`config.mk`:
```
export PLATFORM = sky130hd
export DESIGN_NAME = ifa_supervisor
export DESIGN_NICKNAME = d
export VERILOG_FILES = /design/src/inc/ifa_pkg.sv /design/src/hdl/ifa_supervisor.sv
export SDC_FILE = /design/constraint.sdc
export NUM_CORES = 1
export LEC_CHECK = 0
export BUFFER_PORTS_ARGS = -buffer_cell sky130_fd_sc_hd__buf_2
export CAP_MARGIN = 20
export CORE_ASPECT_RATIO = 1.2
export CORE_MARGIN = 1
export CORE_UTILIZATION = 43
export CTS_CLUSTER_DIAMETER = 60
export DETAILED_ROUTE_END_ITERATION = 16
export PLACE_DENSITY = 0.82
export SLEW_MARGIN = 40
export SYNTH_ARGS = -nofsm -noshare
export SYNTH_HDL_FRONTEND = slang
export SYNTH_SLANG_ARGS = --single-unit
```
`constraint.sdc`:
```
create_clock -name aclk -period 2 [get_ports aclk]
set_clock_uncertainty 0.1 [all_clocks]
set_input_delay 0.2 -clock aclk [delete_from_list [all_inputs] [get_ports aclk]]
set_output_delay 0.2 -clock aclk [all_outputs]
set_load 0.1 [all_outputs]
```
`src/inc/ifa_pkg.sv`:
```
package ifa_pkg;
   // Register byte offsets
   localparam logic [7:0] OFS_POLICY = 8'h00;
   localparam logic [7:0] OFS_STATUS = 8'h04;
   localparam logic [7:0] OFS_IRQ    = 8'h08;
   localparam logic [7:0] OFS_MASK   = 8'h0C;
   localparam logic [7:0] OFS_CODES  = 8'h10;
   // Policy encodings
   localparam logic [1:0] POL_DISABLED   = 2'h1;
   localparam logic [1:0] POL_TRIP_NOW   = 2'h2;
   localparam logic [1:0] POL_GRACE_TRIP = 2'h3;
   localparam logic [1:0] POLICY_RESET   = POL_DISABLED;
   // Interrupt bit positions
   localparam int IRQ_ALARM_BIT = 0;
   localparam int IRQ_FAULT_BIT = 1;
   localparam logic [1:0] MASK_RESET = 2'h0;
   // Event codes as reported
   localparam logic [15:0] FAULT_CODE = 16'h0015;
   localparam logic [15:0] ALARM_CODE = 16'h0005;
   // Timing
   localparam int CLK_MHZ     = 200;
   localparam int GRACE_MS    = 2000;
   localparam int GRACE_TICKS = GRACE_MS * 1000 * CLK_MHZ;
   localparam logic [1:0] AXI_OKAY   = 2'h0;
   localparam logic [1:0] AXI_SLVERR = 2'h2;

   typedef enum logic [1:0] {
      IFA_NORMAL = 2'b00,
      IFA_ALARM  = 2'b01,
      IFA_GRACE  = 2'b11,
      IFA_FAULT  = 2'b10
   } ifa_state_e;
endpackage : ifa_pkg
```
`src/hdl/ifa_supervisor.sv`:
```
// What this block does
// - Policy 1 off, 2 trip, 3 grace; default off
// - Trip policy, hazard regenerating: stop, fault
// - Trip policy, hazard motoring: alarm, keep running
// - Trip policy, alarm then regen request: fault
// - Grace policy, hazard regenerating: zero reference, alarm
// - Grace policy motoring: alarm; regen opens grace
// - Grace window: motoring allowed, regen demand coasts
// - Regen demand past two seconds: stop, fault
// - Condition clears in time: resume, regen re-enabled
//
// Local design decisions: the placing of the registers and the AXI4-Lite interface to the registers.
module ifa_supervisor
   import ifa_pkg::*;
#(
   parameter int GRACE_CYCLES = GRACE_TICKS
) (
   input  wire logic        aclk,
   input  wire logic        aresetn,
   input  wire logic        hazard,
   input  wire logic        regenerating,
   input  wire logic        regen_request,
   input  wire logic        regen_demand,
   input  wire logic        fault_reset,
   output logic             force_ref_zero,
   output logic             regen_bridge_off,
   output logic             coast_or_brake_stop,
   output logic             regen_hazard_event,
   output logic             alarm_active,
   output logic             irq,
   input  wire logic [31:0] s_axi_awaddr,
   input  wire logic        s_axi_awvalid,
   output logic             s_axi_awready,
   input  wire logic [31:0] s_axi_wdata,
   input  wire logic [3:0]  s_axi_wstrb,
   input  wire logic        s_axi_wvalid,
   output logic             s_axi_wready,
   output logic [1:0]       s_axi_bresp,
   output logic             s_axi_bvalid,
   input  wire logic        s_axi_bready,
   input  wire logic [31:0] s_axi_araddr,
   input  wire logic        s_axi_arvalid,
   output logic             s_axi_arready,
   output logic [31:0]      s_axi_rdata,
   output logic [1:0]       s_axi_rresp,
   output logic             s_axi_rvalid,
   input  wire logic        s_axi_rready
);
   // Grace count needs at least two cycles to tell entry from expiry
   if (GRACE_CYCLES < 2) begin : g_grace_check
      $error("GRACE_CYCLES out of range");
   end

   ifa_state_e  state;
   ifa_state_e  next_state;
   logic [31:0] grace_cnt;
   logic [31:0] next_grace_cnt;
   logic [1:0]  regen_hazard_policy;
   logic [1:0]  irq_status;
   logic [1:0]  irq_mask;
   logic        fault_evt;
   logic        alarm_evt;
   logic        next_force_ref_zero;
   logic        next_regen_bridge_off;
   logic        next_stop;

   // Protection state machine
   always_comb begin
      next_state     = state;
      next_grace_cnt = grace_cnt;
      fault_evt      = 1'b0;
      alarm_evt      = 1'b0;
      unique case (state)
         IFA_NORMAL: begin
            if (hazard && regen_hazard_policy == POL_TRIP_NOW) begin
               if (regenerating || regen_request) begin
                  next_state = IFA_FAULT;
                  fault_evt  = 1'b1;
               end else begin
                  next_state = IFA_ALARM;
                  alarm_evt  = 1'b1;
               end
            end else if (hazard &&
                         regen_hazard_policy == POL_GRACE_TRIP) begin
               alarm_evt      = 1'b1;
               next_grace_cnt = 32'h0;
               next_state     = regenerating ? IFA_GRACE
                                             : IFA_ALARM;
            end
         end
         IFA_ALARM: begin
            if (regen_hazard_policy == POL_DISABLED) begin
               next_state = IFA_NORMAL;
            end else if (!hazard) begin
               next_state = IFA_NORMAL;
            end else if (regen_request || regenerating) begin
               if (regen_hazard_policy == POL_TRIP_NOW) begin
                  next_state = IFA_FAULT;
                  fault_evt  = 1'b1;
               end else begin
                  next_state     = IFA_GRACE;
                  next_grace_cnt = 32'h0;
               end
            end
         end
         IFA_GRACE: begin
            if (regen_hazard_policy == POL_DISABLED) begin
               next_state = IFA_NORMAL;
            end else if (!hazard) begin
               next_state     = IFA_NORMAL;
               next_grace_cnt = 32'h0;
            end else if (!regen_demand) begin
               next_grace_cnt = 32'h0;
            end else if (grace_cnt >= 32'(GRACE_CYCLES - 1)) begin
               next_state = IFA_FAULT;
               fault_evt  = 1'b1;
            end else begin
               next_grace_cnt = grace_cnt + 32'h1;
            end
         end
         IFA_FAULT: begin
            if (fault_reset) begin
               next_state = IFA_NORMAL;
            end
         end
      endcase
   end

   // Outputs toward the regulator and bridge
   always_comb begin
      next_stop             = next_state == IFA_FAULT;
      next_force_ref_zero   = next_state == IFA_GRACE;
      // Regen demand coasts, motoring current still allowed
      next_regen_bridge_off = next_state == IFA_ALARM ||
                              next_state == IFA_GRACE;
   end

   always_ff @(posedge aclk) begin
      if (!aresetn) begin
         state               <= IFA_NORMAL;
         grace_cnt           <= 32'h0;
         coast_or_brake_stop <= 1'b0;
         force_ref_zero      <= 1'b0;
         regen_bridge_off    <= 1'b0;
         regen_hazard_event  <= 1'b0;
         alarm_active        <= 1'b0;
      end else begin
         state               <= next_state;
         grace_cnt           <= next_grace_cnt;
         coast_or_brake_stop <= next_stop;
         force_ref_zero      <= next_force_ref_zero;
         regen_bridge_off    <= next_regen_bridge_off;
         regen_hazard_event  <= fault_evt | alarm_evt;
         alarm_active        <= next_regen_bridge_off;
      end
   end

   // AXI4-Lite slave
   logic        aw_held;
   logic        w_held;
   logic [7:0]  aw_addr;
   logic [31:0] w_data;
   logic [3:0]  w_strb;
   logic        next_aw_held;
   logic        next_w_held;
   logic [7:0]  next_aw_addr;
   logic [31:0] next_w_data;
   logic [3:0]  next_w_strb;
   logic        next_bvalid;
   logic [1:0]  next_bresp;
   logic        next_rvalid;
   logic [31:0] next_rdata;
   logic [1:0]  next_rresp;
   logic [1:0]  next_policy;
   logic [1:0]  next_irq_status;
   logic [1:0]  next_irq_mask;
   logic        do_write;
   logic        do_read;
   logic [1:0]  set_bits;
   logic [1:0]  clr_bits;
   logic [1:0]  wpol;

   always_comb begin
      next_aw_held = aw_held;
      next_w_held  = w_held;
      next_aw_addr = aw_addr;
      next_w_data  = w_data;
      next_w_strb  = w_strb;
      next_bvalid  = s_axi_bvalid;
      next_bresp   = s_axi_bresp;
      next_rvalid  = s_axi_rvalid;
      next_rdata   = s_axi_rdata;
      next_rresp   = s_axi_rresp;
      next_policy  = regen_hazard_policy;
      next_irq_mask = irq_mask;
      clr_bits     = 2'h0;
      wpol         = w_data[1:0];
      // Address and data are taken only on a valid and ready handshake
      if (s_axi_awvalid && s_axi_awready) begin
         next_aw_held = 1'b1;
         next_aw_addr = s_axi_awaddr[7:0];
      end
      if (s_axi_wvalid && s_axi_wready) begin
         next_w_held = 1'b1;
         next_w_data = s_axi_wdata;
         next_w_strb = s_axi_wstrb;
      end
      do_write = aw_held && w_held && !s_axi_bvalid;
      if (do_write) begin
         next_aw_held = 1'b0;
         next_w_held  = 1'b0;
         next_bvalid  = 1'b1;
         next_bresp   = AXI_OKAY;
         unique case (aw_addr)
            OFS_POLICY: begin
               if (w_strb[0] && wpol != 2'h0) begin
                  next_policy = wpol;
               end
            end
            OFS_IRQ: begin
               if (w_strb[0]) begin
                  clr_bits = w_data[1:0];
               end
            end
            OFS_MASK: begin
               if (w_strb[0]) begin
                  next_irq_mask = w_data[1:0];
               end
            end
            OFS_STATUS, OFS_CODES: ;
            default: next_bresp = AXI_SLVERR;
         endcase
      end
      if (s_axi_bvalid && s_axi_bready) begin
         next_bvalid = 1'b0;
      end
      do_read = s_axi_arvalid && s_axi_arready;
      if (do_read) begin
         next_rvalid = 1'b1;
         next_rresp  = AXI_OKAY;
         unique case (s_axi_araddr[7:0])
            OFS_POLICY: next_rdata = {30'h0, regen_hazard_policy};
            OFS_STATUS: next_rdata = {27'h0, coast_or_brake_stop,
                                      alarm_active, force_ref_zero,
                                      regen_bridge_off, hazard};
            OFS_IRQ:    next_rdata = {30'h0, irq_status};
            OFS_MASK:   next_rdata = {30'h0, irq_mask};
            OFS_CODES:  next_rdata = {FAULT_CODE, ALARM_CODE};
            default: begin
               next_rdata = 32'h0;
               next_rresp = AXI_SLVERR;
            end
         endcase
      end else if (s_axi_rvalid && s_axi_rready) begin
         next_rvalid = 1'b0;
      end
      set_bits = 2'h0;
      set_bits[IRQ_ALARM_BIT] = alarm_evt;
      set_bits[IRQ_FAULT_BIT] = fault_evt;
      // Set wins over a clear in the same cycle
      next_irq_status = (irq_status & ~clr_bits) | set_bits;
   end

   always_ff @(posedge aclk) begin
      if (!aresetn) begin
         aw_held             <= 1'b0;
         w_held              <= 1'b0;
         aw_addr             <= 8'h00;
         w_data              <= 32'h0;
         w_strb              <= 4'h0;
         s_axi_bvalid        <= 1'b0;
         s_axi_bresp         <= AXI_OKAY;
         s_axi_rvalid        <= 1'b0;
         s_axi_rdata         <= 32'h0;
         s_axi_rresp         <= AXI_OKAY;
         s_axi_awready       <= 1'b0;
         s_axi_wready        <= 1'b0;
         s_axi_arready       <= 1'b0;
         regen_hazard_policy <= POLICY_RESET;
         irq_status          <= 2'h0;
         irq_mask            <= MASK_RESET;
         irq                 <= 1'b0;
      end else begin
         aw_held             <= next_aw_held;
         w_held              <= next_w_held;
         aw_addr             <= next_aw_addr;
         w_data              <= next_w_data;
         w_strb              <= next_w_strb;
         s_axi_bvalid        <= next_bvalid;
         s_axi_bresp         <= next_bresp;
         s_axi_rvalid        <= next_rvalid;
         s_axi_rdata         <= next_rdata;
         s_axi_rresp         <= next_rresp;
         s_axi_awready       <= !next_aw_held;
         s_axi_wready        <= !next_w_held;
         s_axi_arready       <= !next_rvalid;
         regen_hazard_policy <= next_policy;
         irq_status          <= next_irq_status;
         irq_mask            <= next_irq_mask;
         irq                 <= |(next_irq_status & next_irq_mask);
      end
   end
endmodule : ifa_supervisor

```
Yosys cells after proc, flatten, opt, wreduce, memory -nomap -nowiden. Cells that the tools add are included.

Input port bits: 112. Logic and storage cells: 138. Bits in registers: 99.

Equality and inequality tests: 25. Reductions and logical operators: 27. Bitwise gates (word level): 6. Magnitude comparators: 1. $add $sub $neg: 1. Multiplexer cells: 55.

Operator list (number): two-way mux 32 bit (10); one-hot mux 21 bit (5 select lines) (1); one-hot mux 32 bit (3 select lines) (1); two-way mux 2 bit (20); adder 32 x 1 -> 32 bit (second input constant) (1); equality test 8 x 4 -> 1 bit (second input constant) (4); >= comparator 32 x 29 -> 1 bit (second input constant) (1); two-way mux 1 bit (21); equality test 8 x 3 -> 1 bit (second input constant) (2); equality test 8 x 5 -> 1 bit (second input constant) (2); logical NOT 8 bit (2); != test 2 bit (second input constant) (7); equality test 2 bit (second input constant) (6); logical AND 1 bit (10); OR reduction 5 bit (2); AND reduction 9 bit (1); one-hot mux 2 bit (4 select lines) (1); equality test 2 x 1 -> 1 bit (second input constant) (3); bitwise AND 2 bit (2); logical NOT 1 bit (4); != test 4 bit (second input constant) (1); OR reduction 2 bit (2); one-hot mux 1 bit (3 select lines) (1); AND reduction 3 bit (1); other kinds (8) (9).

Longest topological paths before layout.
Depth after elaboration: 9. Mapped depth: 10. Gate-level depth less buffers: 7.

Least setup slack after synthesis. OpenSTA, ideal clock, no wires.

Kind: reg2reg. Start: register grace_cnt[0]. End: register grace_cnt[27]. Stages on the path, launching flop included: 9. Path buffers: 1. Data arrival time: 1.993 ns. Clock period less this slack: 2.152 ns. Library setup time: 0.059 ns. Slack: -0.152 ns. Cells stage by stage: dfxtp_1 -> ha_1 -> and3_1 -> and4_4 -> o2111ai_4 -> nand2_1 -> buf_4 -> or4_1 -> nand2_1.

Cells in the longest elaborated chain, start to end: 6. Elaborated cells between the ends (all ways): 9. Classes of those cells: 1 x add/sub; 1 x order compare; 1 x eq/ne; 5 x mux; 1 x reduce/logical.

RTL lines: start: declaration (line ifa_supervisor.sv:56) `logic [31:0] grace_cnt;`; start signal: assignment (line ifa_supervisor.sv:149) `grace_cnt <= next_grace_cnt;`; adder 32 x 1 -> 32 bit (line ifa_supervisor.sv:118) `next_grace_cnt = grace_cnt + 32'h1;`; two-way mux 32 bit (line ifa_supervisor.sv:114) `end else if (grace_cnt >= 32'(GRACE_CYCLES - 1)) begin`; two-way mux 32 bit (line ifa_supervisor.sv:112) `end else if (!regen_demand) begin`; two-way mux 32 bit (line ifa_supervisor.sv:109) `end else if (!hazard) begin`; two-way mux 32 bit (line ifa_supervisor.sv:107) `if (regen_hazard_policy == POL_DISABLED) begin`; one-hot mux 32 bit (3 select lines) (line ifa_supervisor.sv:73) `unique case (state)`.

Several ways; a longest one is shown, not always the timed one. The select of a mux whose other input is x is not followed. A chain may end at the register's enable or synchronous reset.

Worst setup path in the final report.
Start: register grace_cnt[0]. End: register grace_cnt[22].

Same word-level chain as after synthesis.

==> results.yml <==
status:
  status: "finished, violations left"
  failed_checks: "setup timing"
sta:
  fmax_mhz: 477
  holdWs_ps: 1.53
  fin_setup_tns_ps: -574
  rsz0062_at_grt: "true"
  slew_violations: 0
  worst_slack_ps: -97.4
  finalCritPeriodShare_pct: 105
  setup_viol: 12
  period_needed_ps: 2100
  hold_violations: 0
grt:
  track_usage_pct: 22.0
  grt_pass1_wl_um: 15100
  grt_pass1_vias: 3461
  overflow: 0
  grt_max_degree: 25
  antenna_found_initial: 0
clock_tree:
  worstSkewPairLatency_ps: 360
  clock_path_buffers: 2
  cts_tree: "done"
  cts_buffers: 9
  cts_sinks: 71
  htree_levels: 3
  cts_root_buffer: "clkbuf_8"
  clkTransAtPathRegs_ps: 80
placed_design:
  hpwl_um: 6460
  dp_cells: 610
  place_ws_ps: -159
  place_congestion: 0.895
  port_buffers: 51
yosys:
  syn-instance-count: 436
  synth_cell_type_count: 55
  seq_area_frac_synth_pct: 39.9
  yosysWarningCount: 0
  synth-seq-cells: 71
  synth_edf_count: 0
  ys.flop_type: "dfxtp_1"
  synthArstFlopShare_pct: 0
  avgSynthCellArea_um2: 8.16
  netlist_area_um2: 3560
floorplanning:
  io_pins: 159
  fp.coreArea_um2: 8060
  fp.dieH_um: 102
  fp.dieW_um: 85.0
  initial_core_util_pct: 44.1
  num_rows: 36
  die_area_um2: 8640
critical_path:
  endpoint_kind: "flip-flop"
  cp.required_ps: 2200
  crit_chain: "ha_4, and3_4, and4_4, o2111ai_4, buf_6, nand4b_4, or4_4, a21oi_2"
  worstSetupStartpointType: "flip-flop"
  slowest_stage: "or4_4"
  critPathTopFamily: "simple AND/OR/NAND/NOR gates"
  cp.arrival_ps: 2290
  worst-path-buf-inv: 1
  max_stage_delay_ps: 450
  criticalPathCategory: "flip-flop to flip-flop"
  crit_fanout: 8
route:
  firstDrtPassIters: 4
  dr.first_iter.drc_count: 190
  viasPerCell: 5.62
  wire_per_inst_um: 14.8
  wl_met2_um: 5160
  ant_nets: 0
  top_layer: "met4"
  route.detailed.drc: 0
  wl_met3_um: 412
  num_vias: 3610
  finalWirelength_um: 9510
  drt-met1-wl_um: 3730
final_layout:
  antennaDiodeCount: 0
  final_cells: 642
  layout_commonest_cell: "dfxtp_1"
  syn2layout_area_growth_pct: 31.3
  drive_gt1_share_pct: 31.8
  final_cell_mix: "dfxtp_1 (63), buf_4 (55), buf_2 (51)"
  fin_nets: 655
power:
  leakage_nw: 1.88
  vdd_drop_max_mv: 0.538
  powerDensity_nw_per_um2: 724
  finalPower_mw: 3.38
job:
  timing.max_cap.violations: 0
hold_path:
  hold_path_class: "primary input to flip-flop"
-- cell type report --
type | instances | area, µm²
multi-input cells | 335 | 2030
clock buffers | 10 | 138
clock inverters | 6 | 116
flip-flops and latches | 71 | 1430
well taps | 95 | 119
fillers | 667 | 3390
repair buffers | 118 | 810
inverters | 7 | 26.3
-- per-layer routing --
metal  up-vias  track usage [%]
li1       1748                -
met1      1709             23.3
met2       128             42.1
met3        25             3.59
met4         0             11.1
met5         -                0
-- sequential cells by signal (all words and copies together), names as in the netlist, 2 cells and up --
| signal | count |
|---|---|
| grace_cnt | 32 |
| aw_addr | 8 |
| s_axi_rdata | 6 |
| irq_mask | 2 |
| irq_status | 2 |
| regen_hazard_policy | 2 |
| state | 2 |
| w_data | 2 |
-- final timing paths --
check        slack (ps)  depth (start not counted)       endpoint      startpoint
max                -100                          8  grace_cnt[22]    grace_cnt[0]
min                   2                          3      w_data[0]  s_axi_wdata[0]
max reg2reg        -100                          8  grace_cnt[22]    grace_cnt[0]
min reg2reg         370                          1  grace_cnt[31]   grace_cnt[31]
-- cell families (layout without fill, tap and decap cells) --
| group | Yosys count | count (layout) | share of synthesized area, % |
|---|---|---|---|
| AND/OR/NAND/NOR | 205 | 205 | 31.6 |
| buffers and inverters | 55 | 141 | 9.35 |
| adder cells (fa/ha/maj) | 1 | 1 | 0.352 |
| XOR/XNOR | 4 | 4 | 0.985 |
| other | 1 | 26 | 0.105 |
| flip-flops | 71 | 71 | 39.9 |
| AO/OA/AOI/OAI | 94 | 94 | 16.2 |
| multiplexers | 5 | 5 | 1.51 |
-- where the power goes --
group          total [mW]  internal (mW)  switching (mW)
logic               0.463         0.0776           0.386
clock network        1.46          0.871           0.585
registers            1.46           1.44          0.0252
total                3.38           2.39           0.995
-- cells in the mapped netlist, types with 3 or more instances --
library cell  instances  area [µm²]
or3_1                13        81.3
nand3_1              31         155
and3_1                6        37.5
dfxtp_1              71        1420
nand4_1              16         100
and4_4                3        33.8
inv_1                 7        26.3
buf_2                 5        25.0
nor4_1                4        25.0
o21ai_0              18        90.1
nor2b_1               4        25.0
nand2_1              50         188
a31oi_1               3        18.8
nor3_1               10        50.1
mux2_2                3        33.8
or4_1                12        90.1
clkbuf_1              9        33.8
nand3b_1              5        37.5
and2_1                4        25.0
buf_4                32         240
a21oi_1              42         210
o211ai_1              7        52.6
o21ai_1               3        15.0
nand2b_1              4        25.0
nor2_1               29         109
o31ai_1               4        30.0
-- through the flow --
stage / area (µm²) / utilization (%)
final: 4670 / 57.9
after global routing: 4670 / 57.9
after CTS: 4580 / 56.8
after detailed placement: 4140 / 51.4
after global placement: 4140 / 51.4
after floorplan: 3670 / -
-- worst min-delay path, cell delays in order --
cell and delay (ps):
buf_2 90, nand3_1 60, a21oi_1 60
-- timing repair --
item                                   in CTS  in global routing
endpoints found under the hold margin       9                  0
buffers inserted                            6                  2
gates cloned                                0                  0
hold buffers                                9                  0
pin swaps                                  16                  6
setup endpoints to repair                  20                 31
gates resized for setup                    11                 23
No activity file was read; power rests on OpenSTA's default activity.
